`src/core/rtcc_params.svh`:
```
// Timing, encoding and field constants of the RTC source and RC trim block.
// Assumes a single 40 MHz system clock; included by bare name.
`ifndef RTCC_PARAMS_SVH
`define RTCC_PARAMS_SVH

// ==========================================================
// Clock and RC oscillator timing
`define RTCC_CLK_FREQ_HZ 40000000
`define RTCC_RC_NOM_FREQ_HZ 32768
`define RTCC_RC_NOM_CYC (`RTCC_CLK_FREQ_HZ / `RTCC_RC_NOM_FREQ_HZ)

// ==========================================================
// Calibration sequence
`define RTCC_CMD_W 8
`define RTCC_CMD_RC_TRIM 8'hC2
`define RTCC_REF_EDGES 7'h41
`define RTCC_CAL_SHIFT 6
`define RTCC_TRIM_W 16
`define RTCC_CYC_W 22

// ==========================================================
// Carrier frequency detection window, carrier edges per RTC period
`define RTCC_FD_CNT_W 8
`define RTCC_FD_MIN 8'h03
`define RTCC_FD_MAX 8'h05

// ==========================================================
// Synchronised pin vector layout
`define RTCC_PIN_N 5
`define RTCC_PIN_CS 0
`define RTCC_PIN_SCL 1
`define RTCC_PIN_DAT 2
`define RTCC_PIN_XTAL 3
`define RTCC_PIN_CAR 4

`endif

```
`src/core/rtcc_pkg.sv`:
```
// Types shared by the RTC source and RC trim block.
// Assumes rtcc_params.svh is on the include path.
`include "rtcc_params.svh"

package rtcc_pkg;

  // ==========================================================
  // Calibration sequencer states
  typedef enum logic [1:0] {
    RTCC_CAL_IDLE = 2'b00,
    RTCC_CAL_CMD = 2'b01,
    RTCC_CAL_REF = 2'b10,
    RTCC_CAL_DONE = 2'b11
  } rtcc_cal_state_t;

  typedef logic [`RTCC_TRIM_W-1:0] rtcc_trim_t;

endpackage : rtcc_pkg

```
`src/core/rtcc_cal_if.sv`:
```
// Carrier between the RTC core and its RC calibration engine.
// Assumes all signals sit in the i_clk domain, pins already synchronised.
`timescale 1ns/1ps

interface rtcc_cal_if;
  import rtcc_pkg::*;
  logic cs;
  logic sck_rise;
  logic sdata;
  logic clear;
  logic trim_valid;
  logic busy;
  rtcc_trim_t trim_period;

  modport cal (input cs, input sck_rise, input sdata, input clear,
               output trim_valid, output busy, output trim_period);
  modport core (output cs, output sck_rise, output sdata, output clear,
                input trim_valid, input busy, input trim_period);
endinterface : rtcc_cal_if

```
`src/core/rtcc_top.sv`:
```
// RTC source selection, internal RC oscillator with trim, and carrier
// frequency detection timed by the selected RTC.
// Assumes all pins are asynchronous to i_clk; control bits are static levels.
//
// Behaviour
// - Source select 1 takes crystal path, 0 takes internal RC oscillator.
// - Selected RTC times carrier frequency detection during wakeup evaluation.
// - Calibration starts on the RC trim direct command.
// - New trim applies from the 65th reference edge, held volatile.
// - Trim lost on power-on reset or RC off; host recalibrates.
`timescale 1ns/1ps
`include "rtcc_params.svh"

module rtcc_top
  import rtcc_pkg::*;
#(
  parameter int unsigned RC_UNTRIMMED_CYC = `RTCC_RC_NOM_CYC
)
(
  input wire logic i_clk,
  input wire logic i_rst,
  input wire logic i_cs,
  input wire logic i_scl,
  input wire logic i_sdata,
  input wire logic i_crystal_input_pin,
  input wire logic i_carrier,
  input wire logic i_rtc_source_select_bit,
  input wire logic i_crystal_path_enable_bit,
  input wire logic i_power_down,
  input wire logic i_wake_eval,
  output logic o_rtc_tick,
  output logic o_rtc_clk,
  output logic o_rc_on,
  output logic o_trim_valid,
  output logic [`RTCC_TRIM_W-1:0] o_trim_period,
  output logic o_cal_busy,
  output logic o_freq_done,
  output logic o_freq_ok
);

  // ==========================================================
  // Pin synchronisers
  logic [`RTCC_PIN_N-1:0] pin_raw;
  logic [`RTCC_PIN_N-1:0] meta_q;
  logic [`RTCC_PIN_N-1:0] sync_q;
  logic [`RTCC_PIN_N-1:0] prev_q;
  logic [`RTCC_PIN_N-1:0] rise;

  assign pin_raw[`RTCC_PIN_CS] = i_cs;
  assign pin_raw[`RTCC_PIN_SCL] = i_scl;
  assign pin_raw[`RTCC_PIN_DAT] = i_sdata;
  assign pin_raw[`RTCC_PIN_XTAL] = i_crystal_input_pin;
  assign pin_raw[`RTCC_PIN_CAR] = i_carrier;

  genvar gi;
  generate
    for (gi = 0; gi < `RTCC_PIN_N; gi++) begin : g_sync
      always_ff @(posedge i_clk) begin
        if (i_rst) begin
          meta_q[gi] <= 1'b0;
          sync_q[gi] <= 1'b0;
          prev_q[gi] <= 1'b0;
        end else begin
          meta_q[gi] <= pin_raw[gi];
          sync_q[gi] <= meta_q[gi];
          prev_q[gi] <= sync_q[gi];
        end
      end
      assign rise[gi] = sync_q[gi] & ~prev_q[gi];
    end
  endgenerate

  // ==========================================================
  // Calibration engine
  rtcc_cal_if cal_bus ();

  logic rc_on;

  // RC runs only when selected and the part is not powered down
  assign rc_on = ~i_rtc_source_select_bit & ~i_power_down;

  assign cal_bus.cs = sync_q[`RTCC_PIN_CS];
  assign cal_bus.sck_rise = rise[`RTCC_PIN_SCL];
  assign cal_bus.sdata = sync_q[`RTCC_PIN_DAT];
  assign cal_bus.clear = ~rc_on;

  rtcc_trim_cal u_cal (
    .i_clk (i_clk),
    .i_rst (i_rst),
    .cal (cal_bus.cal)
  );

  // ==========================================================
  // Internal RC oscillator model
  // A period counter on i_clk; trimmed period replaces the untrimmed one
  localparam rtcc_trim_t RC_UNTRIM = rtcc_trim_t'(RC_UNTRIMMED_CYC);

  rtcc_trim_t rc_period;
  rtcc_trim_t rc_cnt_q, rc_cnt_d;
  logic rc_tick;

  assign rc_period = cal_bus.trim_valid ? cal_bus.trim_period : RC_UNTRIM;
  assign rc_tick = rc_on && (rc_cnt_q >= rc_period - rtcc_trim_t'(1));

  always_comb begin
    rc_cnt_d = rc_cnt_q;
    if (!rc_on || rc_tick) begin
      rc_cnt_d = '0;
    end else begin
      rc_cnt_d = rc_cnt_q + rtcc_trim_t'(1);
    end
  end

  always_ff @(posedge i_clk) begin
    if (i_rst) begin
      rc_cnt_q <= '0;
    end else begin
      rc_cnt_q <= rc_cnt_d;
    end
  end

  // ==========================================================
  // RTC source selection
  // Crystal and external clock share the crystal path; without its enable
  // nothing toggles, and in power down the input is ignored as it sits high
  logic xtal_tick;
  logic rtc_tick;
  logic rtc_tick_q, rtc_tick_d;
  logic rtc_clk_q, rtc_clk_d;

  assign xtal_tick = i_rtc_source_select_bit & i_crystal_path_enable_bit &
                     ~i_power_down & rise[`RTCC_PIN_XTAL];
  assign rtc_tick = i_rtc_source_select_bit ? xtal_tick : rc_tick;

  always_comb begin
    rtc_tick_d = rtc_tick;
    rtc_clk_d = rtc_clk_q;
    if (rtc_tick) begin
      rtc_clk_d = ~rtc_clk_q;
    end
  end

  always_ff @(posedge i_clk) begin
    if (i_rst) begin
      rtc_tick_q <= 1'b0;
      rtc_clk_q <= 1'b0;
    end else begin
      rtc_tick_q <= rtc_tick_d;
      rtc_clk_q <= rtc_clk_d;
    end
  end

  // ==========================================================
  // Carrier frequency detection
  // Counts carrier edges in one RTC period; a carrier near four times the
  // RTC rate lands inside the window. The first window after evaluation
  // starts is partial, so its verdict is discarded.
  logic [`RTCC_FD_CNT_W-1:0] car_cnt_q, car_cnt_d;
  logic armed_q, armed_d;
  logic done_q, done_d;
  logic ok_q, ok_d;

  always_comb begin
    car_cnt_d = car_cnt_q;
    armed_d = armed_q;
    done_d = 1'b0;
    ok_d = ok_q;
    if (!i_wake_eval) begin
      car_cnt_d = '0;
      armed_d = 1'b0;
      ok_d = 1'b0;
    end else if (rtc_tick) begin
      // Window closes on the selected RTC period
      if (armed_q) begin
        done_d = 1'b1;
        ok_d = (car_cnt_q >= `RTCC_FD_MIN) && (car_cnt_q <= `RTCC_FD_MAX);
      end
      armed_d = 1'b1;
      car_cnt_d = rise[`RTCC_PIN_CAR] ? `RTCC_FD_CNT_W'(1) : '0;
    end else if (rise[`RTCC_PIN_CAR] && car_cnt_q != '1) begin
      car_cnt_d = car_cnt_q + `RTCC_FD_CNT_W'(1);
    end
  end

  always_ff @(posedge i_clk) begin
    if (i_rst) begin
      car_cnt_q <= '0;
      armed_q <= 1'b0;
      done_q <= 1'b0;
      ok_q <= 1'b0;
    end else begin
      car_cnt_q <= car_cnt_d;
      armed_q <= armed_d;
      done_q <= done_d;
      ok_q <= ok_d;
    end
  end

  // ==========================================================
  // Outputs
  logic rc_on_q;
  logic trim_valid_q;
  rtcc_trim_t trim_q;
  logic busy_q;

  always_ff @(posedge i_clk) begin
    if (i_rst) begin
      rc_on_q <= 1'b0;
      trim_valid_q <= 1'b0;
      trim_q <= '0;
      busy_q <= 1'b0;
    end else begin
      rc_on_q <= rc_on;
      trim_valid_q <= cal_bus.trim_valid;
      trim_q <= cal_bus.trim_period;
      busy_q <= cal_bus.busy;
    end
  end

  assign o_rtc_tick = rtc_tick_q;
  assign o_rtc_clk = rtc_clk_q;
  assign o_rc_on = rc_on_q;
  assign o_trim_valid = trim_valid_q;
  assign o_trim_period = trim_q;
  assign o_cal_busy = busy_q;
  assign o_freq_done = done_q;
  assign o_freq_ok = ok_q;

endmodule : rtcc_top

```
`src/core/rtcc_trim_cal.sv`:
```
// RC oscillator calibration engine: decodes the trim command on the serial
// host interface and measures 64 reference periods between edges 1 and 65.
// Assumes synchronised chip select, data and a one-cycle serial clock rise.
`timescale 1ns/1ps
`include "rtcc_params.svh"

module rtcc_trim_cal
  import rtcc_pkg::*;
(
  input wire logic i_clk,
  input wire logic i_rst,
  rtcc_cal_if.cal cal
);

  rtcc_cal_state_t state_q, state_d;
  logic [`RTCC_CMD_W-1:0] cmd_q, cmd_d;
  logic [2:0] bit_q, bit_d;
  logic [6:0] edge_q, edge_d;
  logic [`RTCC_CYC_W-1:0] cyc_q, cyc_d;
  rtcc_trim_t trim_q, trim_d;
  logic valid_q, valid_d;

  // ==========================================================
  // Sequencer
  always_comb begin
    state_d = state_q;
    cmd_d = cmd_q;
    bit_d = bit_q;
    edge_d = edge_q;
    cyc_d = cyc_q;
    trim_d = trim_q;
    valid_d = valid_q;
    unique case (state_q)
      RTCC_CAL_IDLE: begin
        // Chip select must already be high when the command starts
        if (cal.cs) begin
          state_d = RTCC_CAL_CMD;
          bit_d = 3'h0;
        end
      end
      RTCC_CAL_CMD: begin
        if (cal.sck_rise) begin
          cmd_d = {cmd_q[`RTCC_CMD_W-2:0], cal.sdata};
          bit_d = bit_q + 3'h1;
          if (bit_q == 3'(`RTCC_CMD_W - 1)) begin
            // Trim command opens the reference window, others are ignored
            if ({cmd_q[`RTCC_CMD_W-2:0], cal.sdata} == `RTCC_CMD_RC_TRIM) begin
              state_d = RTCC_CAL_REF;
              edge_d = 7'h0;
              cyc_d = '0;
            end else begin
              state_d = RTCC_CAL_DONE;
            end
          end
        end
      end
      RTCC_CAL_REF: begin
        if (edge_q != 7'h0) begin
          cyc_d = cyc_q + `RTCC_CYC_W'(1);
        end
        if (cal.sck_rise) begin
          edge_d = edge_q + 7'h1;
          // Trim takes effect on the 65th reference edge
          if (edge_q + 7'h1 == `RTCC_REF_EDGES) begin
            // Count includes this cycle, so edge 1 to edge 65 is exact
            trim_d = rtcc_trim_t'(cyc_d >> `RTCC_CAL_SHIFT);
            valid_d = 1'b1;
            state_d = RTCC_CAL_DONE;
          end
        end
      end
      RTCC_CAL_DONE: begin
        state_d = RTCC_CAL_DONE;
      end
    endcase
    // Falling chip select ends or aborts any sequence
    if (!cal.cs) begin
      state_d = RTCC_CAL_IDLE;
    end
    // Trim is volatile: lost when the RC oscillator stops
    if (cal.clear) begin
      valid_d = 1'b0;
      if (state_q == RTCC_CAL_REF) begin
        state_d = RTCC_CAL_DONE;
      end
    end
  end

  always_ff @(posedge i_clk) begin
    if (i_rst) begin
      // Power-on reset discards the trim
      state_q <= RTCC_CAL_IDLE;
      cmd_q <= '0;
      bit_q <= 3'h0;
      edge_q <= 7'h0;
      cyc_q <= '0;
      trim_q <= '0;
      valid_q <= 1'b0;
    end else begin
      state_q <= state_d;
      cmd_q <= cmd_d;
      bit_q <= bit_d;
      edge_q <= edge_d;
      cyc_q <= cyc_d;
      trim_q <= trim_d;
      valid_q <= valid_d;
    end
  end

  assign cal.trim_valid = valid_q;
  assign cal.trim_period = trim_q;
  assign cal.busy = (state_q == RTCC_CAL_REF);

endmodule : rtcc_trim_cal

```
`config.mk`:
```
export PLATFORM = sky130hd
export DESIGN_NAME = rtcc_top
export DESIGN_NICKNAME = d
export VERILOG_FILES = /design/src/core/rtcc_pkg.sv /design/src/core/rtcc_cal_if.sv /design/src/core/rtcc_top.sv /design/src/core/rtcc_trim_cal.sv
export VERILOG_INCLUDE_DIRS = /design/src /design/src/core
export SDC_FILE = /design/constraint.sdc
export NUM_CORES = 1
export LEC_CHECK = 0
export ABC_AREA = 1
export ABC_CLOCK_PERIOD_IN_PS = 3000
export BUFFER_PORTS_ARGS = -buffer_cell sky130_fd_sc_hd__buf_2
export CAP_MARGIN = 20
export CORE_UTILIZATION = 55
export CTS_CLUSTER_SIZE = 14
export DETAILED_ROUTE_END_ITERATION = 12
export PLACE_DENSITY_LB_ADDON = 0.2
export SLEW_MARGIN = 30
export SYNTH_ARGS = -nofsm -noshare
export SYNTH_HDL_FRONTEND = slang
export SYNTH_HIERARCHICAL = 1
export SYNTH_SLANG_ARGS = --single-unit
export TNS_END_PERCENT = 100
```
`constraint.sdc`:
```
create_clock -name i_clk -period 3 [get_ports i_clk]
set_input_delay 0.6 -clock i_clk [delete_from_list [all_inputs] [get_ports i_clk]]
set_output_delay 0.6 -clock i_clk [all_outputs]
set_load 0.01 [all_outputs]
```
==> impl_metrics.env, run 1 <==
export IMPL_fin_nets=924
export IMPL_avgSynthCellArea_um2=7.11
export IMPL_clock_latency_ns=0.52
export IMPL_first_global_vias=4987
export IMPL_status="completed"
export IMPL_worst_ep_arrival_time_ns=3.16
export IMPL_critPathLaunch="u_cal/cal.trim_period[0]$_SDFFE_PP0P_"
export IMPL_cts_num_sinks=119
export IMPL_critPathKind="flop to flop"
export IMPL_most_common_layout_cells="nand2_1, nor2_1, dfxtp_1"
export IMPL_max_cap_violations=0
export IMPL_grt_overflow_total=0
export IMPL_gp_routability_congestion=0.895
export IMPL_clk_pin_slew_ns=0.06
export IMPL_diodes=0
export IMPL_firstDrtPassIters=5
export IMPL_synthToLayoutAreaGrowth_pct=13.5
export IMPL_yosysSeqAreaShare=0.392
export IMPL_startpoint_type="flop"
export IMPL_via_per_inst=5.22
export IMPL_slew_violations=0
export IMPL_ys_flop_type="dfxtp_1"
export IMPL_port_buffers=33
export IMPL_fin_crit_ns=2.74
export IMPL_vias=5404
export IMPL_synth_distinct_cells=42
export IMPL_drtIter0Drc=293
export IMPL_cts_setup_buffers=0
export IMPL_critPathCaptureType="flop"
export IMPL_setup_viol=0
export IMPL_rows=37
export IMPL_grt_pass1_wl_um=22600
export IMPL_r2r_start="u_cal/cal.trim_period[0]$_SDFFE_PP0P_"
export IMPL_worst_clock_skew_ns=0.0110
export IMPL_numCtsBuffers=17
export IMPL_grt_max_degree=49
export IMPL_hold_viol=0
export IMPL_critical_path_required_ns=3.41
export IMPL_cts_hold_buf=0
export IMPL_cts_tree="yes"
export IMPL_dp_hpwl_um=9290
export IMPL_wl_um=13100
export IMPL_drive_gt1_frac=0.136
export IMPL_power_density_nw_per_um2=518
export IMPL_htreeDepth=4
export IMPL_hp_start="i_carrier"
export IMPL_initial_core_util=0.578
export IMPL_fin_worst_hold_slack_ns=0.280
export IMPL_die_area_um2=11500
export IMPL_clock_path_buffers=2
export IMPL_core_area_um2=10500
export IMPL_tightest_slew_ns=0.794
export IMPL_ys_warn_count=6
export IMPL_critPathMaxFanout=7
export IMPL_final_area_um2=6890
export IMPL_cellLeakagePower_uw=0.00291
export IMPL_syn_inst=854
export IMPL_ios=34
export IMPL_async_flop_share=0
export IMPL_place_area_um2=6310
export IMPL_hold_path_class="primary input to flop"
export IMPL_fin_crit_sh=0.915
export IMPL_track_usage=0.248
export IMPL_drtAntennaViolNets=0
export IMPL_netlist_area_um2=6070
export IMPL_drcViolationCount=0
export IMPL_die_x_um=107
export IMPL_ctsRootBufferMaster="clkbuf_8"
export IMPL_slew_headroom=0.470
export IMPL_fmax_mhz=364
export IMPL_synth_edff_count=0
export IMPL_final_common_cell="nand2_1"
export IMPL_ys_ff_latch=119
export IMPL_syn_num_nets=891
export IMPL_dieHeight_um=107
export IMPL_avgRoutedWirePerCell_um=12.7
export IMPL_antenna_found_initial=0
export IMPL_ir_drop_mv=0.380
==> registers in the layout (all words and copies together) (netlist names), 5 cells and up <==
name and flops:
u_cal/edge_q 7, rc_cnt_q 16, meta_q 5, u_cal/cmd_q 7
car_cnt_q 8, u_cal/cal.trim_period 16, u_cal/cyc_q 22, o_trim_period 16
==> area by class of cell <==
| type | instances | area [µm²] |
|---|---|---|
| Fill cell | 913 | 3620 |
| Multi-Input combinational cell | 591 | 3110 |
| Sequential cell | 119 | 2380 |
| Inverter | 119 | 454 |
| Clock buffer | 18 | 418 |
| Timing Repair Buffer | 39 | 214 |
| Tap cell | 136 | 170 |
| Clock inverter | 14 | 136 |
==> through the flow <==
step | instances | util | total power (µW) | setup TNS, ns | worst slack [ns]
3_3_place_gp | 1004 | 0.600 | 1690 | 0 | 0.265
6_report | 1036 | 0.655 | 3570 | 0 | 0.255
2_1_floorplan | 854 | - | 1670 | 0 | 0.367
5_1_grt | 1036 | 0.655 | 3690 | -0.216 | -0.0438
3_5_place_dp | 1004 | 0.600 | 1690 | 0 | 0.133
4_1_cts | 1036 | 0.653 | 3600 | 0 | 0.0995
==> worst max-delay path, stage by stage (launching register included) <==
cell	delay [ns]
dfxtp_1	0.37
nand2_1	0.17
ha_4	0.19
nand4_2	0.13
nor2_2	0.15
nand4_2	0.12
nor2_2	0.11
xor2_1	0.17
inv_1	0.07
ha_1	0.28
nand2_1	0.06
nor3_1	0.21
nand2_1	0.10
nand2_1	0.07
nand2_1	0.06
nand2_2	0.11
inv_2	0.08
nand2_2	0.13
nor2_1	0.07
==> power by group <==
| group | internal (µW) | switching [µW] |
|---|---|---|
| clock network | 1120 | 795 |
| logic | 18.2 | 43.7 |
| registers | 1590 | 4.59 |
| total | 2730 | 843 |
==> routing by layer <==
layer / vias to the layer above / track usage / part of all wire
met5: - / 0 / 0
met4: 0 / 0.0822 / 0.012
met3: 15 / 0.0517 / 0.047
met2: 135 / 0.417 / 0.49
met1: 2480 / 0.315 / 0.45
li1: 2774 / - / -
==> synthesized netlist by cell type, types with 2 or more instances <==
master / n / area share
nor2_1: 127 / 0.079
nor2_4: 2 / 0.0037
o21ai_0: 24 / 0.020
clkbuf_1: 13 / 0.0080
or2_2: 3 / 0.0031
buf_6: 3 / 0.0056
nor4_2: 2 / 0.0041
nand2_2: 9 / 0.0093
nand4_2: 2 / 0.0041
nand4_1: 14 / 0.014
inv_2: 2 / 0.0012
ha_1: 26 / 0.054
nand3_1: 55 / 0.045
nor3_2: 4 / 0.0066
dfxtp_1: 119 / 0.39
nor3_1: 5 / 0.0041
a21oi_1: 67 / 0.055
nand2_1: 182 / 0.11
nor3b_1: 3 / 0.0037
buf_2: 6 / 0.0049
inv_1: 115 / 0.071
nor4_1: 2 / 0.0021
xor2_1: 16 / 0.023
nand3_2: 3 / 0.0049
o21bai_1: 5 / 0.0062
xnor2_1: 11 / 0.016
buf_4: 2 / 0.0025
o21ai_1: 3 / 0.0025
nand3b_1: 4 / 0.0049
nor2_2: 13 / 0.013
==> repair_timing <==
item                                   in CTS  in global routing
endpoints found under the hold margin       0                  0
setup endpoints to repair                   0                 11
resized for setup                           0                  7
==> worst paths after layout <==
| path | slack [ns] | cells after the start | to |
|---|---|---|---|
| max reg2reg | 0.26 | 18 | car_cnt_q[7]$_SDFFE_PP0P_ |
| max | 0.26 | 18 | car_cnt_q[7]$_SDFFE_PP0P_ |
| min | 0.28 | 3 | meta_q[4]$_SDFF_PP0_ |
| min reg2reg | 0.40 | 2 | cal_bus.cs$_SDFF_PP0_ |
==> cells by family (layout without fill, tap and decap cells) <==
kind of cell	after synthesis	in the layout	synth area share
buffers and inverters	144	190	0.0983
XOR/XNOR	28	28	0.0416
AND/OR/NAND/NOR	433	433	0.324
flip-flops	119	119	0.392
adder cells (fa/ha/maj)	26	26	0.0536
AO/OA/AOI/OAI	104	104	0.0903
Power figures use the tool's default switching activity.
==> run 2: changes to the inputs <==
ABC_AREA = unset   (was 1)
==> impl_metrics.env, run 2 <==
export IMPL_status="complete, but fails checks"
export IMPL_failed_checks="setup timing"
export IMPL_netlist_area_um2=5910
export IMPL_grtUsageMet3=0.0643
export IMPL_largest_reg_flops=22
export IMPL_fin_crit_sh=1.08
export IMPL_syn_num_nets=715
export IMPL_initial_core_util=0.570
export IMPL_synth_top_area_frac=0.403
export IMPL_avgSynthCellArea_um2=8.72
export IMPL_grt_max_degree=56
export IMPL_slew_headroom=0.581
export IMPL_first_global_vias=4593
export IMPL_track_usage=0.247
export IMPL_reg2reg_depth=15
export IMPL_critical_path_required_ns=3.43
export IMPL_final_area_um2=7070
export IMPL_drtIter0Drc=316
export IMPL_drcViolationCount=0
export IMPL_critPathLaunch="u_cal/cal.trim_period[8]$_SDFFE_PP0P_"
export IMPL_ctsRootBufferMaster="clkbuf_8"
export IMPL_setup_viol=29
export IMPL_max_cap_violations=0
export IMPL_slew_violations=0
export IMPL_gp_routability_congestion=0.867
export IMPL_synthToLayoutAreaGrowth_pct=19.7
export IMPL_cts_num_sinks=119
export IMPL_rrSetupSlack_ns=-0.23
export IMPL_hp_start="i_sdata"
export IMPL_core_area_um2=10400
export IMPL_grtUsageMet2=0.403
export IMPL_largest_register="u_cal/cyc_q"
export IMPL_avgRoutedWirePerCell_um=14.9
export IMPL_cellLeakagePower_uw=0.00270
export IMPL_drtAntennaViolNets=0
export IMPL_grt_busiest_layer="met2"
export IMPL_hold_path_class="primary input to flop"
export IMPL_fin_crit_ns=3.23
export IMPL_most_common_layout_cells="dfxtp_1, a21oi_1, nand2_1"
export IMPL_utilization=0.682
export IMPL_finalSetupTns_ns=-4.25
export IMPL_numCtsBuffers=17
export IMPL_vias=5044
export IMPL_synth_commonest_cells="dfxtp_1, a21oi_1, nand2_1"
export IMPL_final_common_cell="dfxtp_1"
export IMPL_dieHeight_um=106
export IMPL_cts_tree="yes"
export IMPL_yosysSeqAreaShare=0.403
export IMPL_synth_most_common_cell="dfxtp_1"
export IMPL_finalPower_uw=3690
export IMPL_startpoint_type="flop"
export IMPL_ys_warn_count=6
export IMPL_diodes=0
export IMPL_synth_distinct_cells=67
export IMPL_yosys_area_top_type="dfxtp_1"
export IMPL_critPathCapture="armed_q$_SDFFE_PP0P_"
export IMPL_synth_area_leaders="dfxtp_1, a21oi_1, ha_1"
export IMPL_htreeDepth=4
export IMPL_r2r_end="armed_q$_SDFFE_PP0P_"
export IMPL_rsz0062_at_grt="true"
export IMPL_worst_clock_skew_ns=0.00732
export IMPL_ir_drop_mv=0.411
export IMPL_async_flop_share=0
export IMPL_place_area_um2=6390
export IMPL_die_area_um2=11200
export IMPL_grt_pass1_wl_um=21800
export IMPL_rows=37
export IMPL_firstDrtPassIters=5
export IMPL_fin_worst_hold_slack_ns=0.275
export IMPL_hold_viol=0
export IMPL_synth_edff_count=0
export IMPL_worst_ep_arrival_time_ns=3.65
export IMPL_die_x_um=106
export IMPL_clock_latency_ns=0.53
export IMPL_fin_ws_ns=-0.225
export IMPL_ys_flop_type="dfxtp_1"
export IMPL_wl_um=13200
export IMPL_dp_hpwl_um=9030
export IMPL_r2r_start="u_cal/cal.trim_period[8]$_SDFFE_PP0P_"
export IMPL_power_density_nw_per_um2=522
export IMPL_critPathCaptureType="flop"
export IMPL_critPathMaxFanout=9
export IMPL_tightest_slew_ns=0.628
export IMPL_fmax_mhz=310
export IMPL_critPathKind="flop to flop"
export IMPL_syn_inst=678
export IMPL_antenna_found_initial=0
export IMPL_via_per_inst=5.70
export IMPL_grt_overflow_total=0
export IMPL_ios=34
export IMPL_drive_gt1_frac=0.204
export IMPL_cts_hold_buf=0
export IMPL_nFillCells=796
export IMPL_clock_path_buffers=2
export IMPL_clk_pin_slew_ns=0.06
export IMPL_ys_ff_latch=119
export IMPL_port_buffers=33
export IMPL_fin_nets=773
export IMPL_use_met1=0.307
[run 2: worst max-delay path, stage by stage (launching register included)]
cell,delay (ns)
dfxtp_2,0.31
or2_4,0.24
or3_4,0.33
or3_4,0.35
nor3_2,0.13
xor2_1,0.16
nand2_1,0.11
ha_4,0.25
nand4_1,0.11
buf_4,0.15
nor3_4,0.03
nor4_2,0.30
buf_4,0.17
a31o_4,0.18
nand2_4,0.11
o21a_1,0.18
[run 2: logic make-up (layout without fill, tap and decap cells)]
family,count (synthesis),in the layout,synth area share
flip-flops,119,119,0.403
adder cells (fa/ha/maj),26,26,0.0550
buffers and inverters,51,122,0.0440
multiplexers,4,4,0.00699
AND/OR/NAND/NOR,283,283,0.256
AO/OA/AOI/OAI,146,146,0.162
XOR/XNOR,49,49,0.0726
[run 2: layout make-up]
class / instances / area [µm²] / area share
clock inverters: 11 / 149 / 0.0210
well taps: 136 / 170 / 0.0241
multi-input cells: 508 / 3380 / 0.478
repair buffers: 73 / 473 / 0.0669
inverters: 17 / 63.8 / 0.00902
clock buffers: 21 / 449 / 0.0635
flip-flops and latches: 119 / 2380 / 0.337
[run 2: per-stage QoR]
| stage | std cells | setup slack [ns] |
|---|---|---|
| 6_report | 885 | -0.225 |
| 3_3_place_gp | 850 | -0.101 |
| 4_1_cts | 885 | -0.197 |
| 5_1_grt | 885 | -0.378 |
| 3_5_place_dp | 850 | -0.248 |
| 2_1_floorplan | 678 | -0.0677 |
[run 2: power by group]
part	switching (µW)	internal (µW)	leakage, µW	total [µW]
registers	5.75	1590	0.000962	1600
logic	43.0	20.7	0.00144	63.7
clock network	719	1310	0.000296	2030
[run 2: routing by layer]
layer / vias to the layer above / share of wire
met5: - / 0
met4: 0 / 0.024
met3: 32 / 0.052
met2: 152 / 0.47
met1: 2340 / 0.46
li1: 2520 / -
[run 2: worst min-delay path by stage]
stage | end | slack (ns) | depth (start not counted)
after CTS | meta_q[2]$_SDFF_PP0_ | 0.25 | 2
after detailed placement | sync_q[4]$_SDFF_PP0_ | 0.44 | 1
after global routing | meta_q[2]$_SDFF_PP0_ | 0.27 | 2
after global placement | sync_q[4]$_SDFF_PP0_ | 0.43 | 1
final | meta_q[2]$_SDFF_PP0_ | 0.28 | 2
after floorplan | cal_bus.cs$_SDFF_PP0_ | 0.41 | 1
[run 2: what timing repair did]
action                                  4_1_cts  5_1_grt
pin swaps                                    12        1
buffers inserted                              2        0
resized for setup                            11        3
cloned                                        1        0
endpoints found under the setup margin       29       29
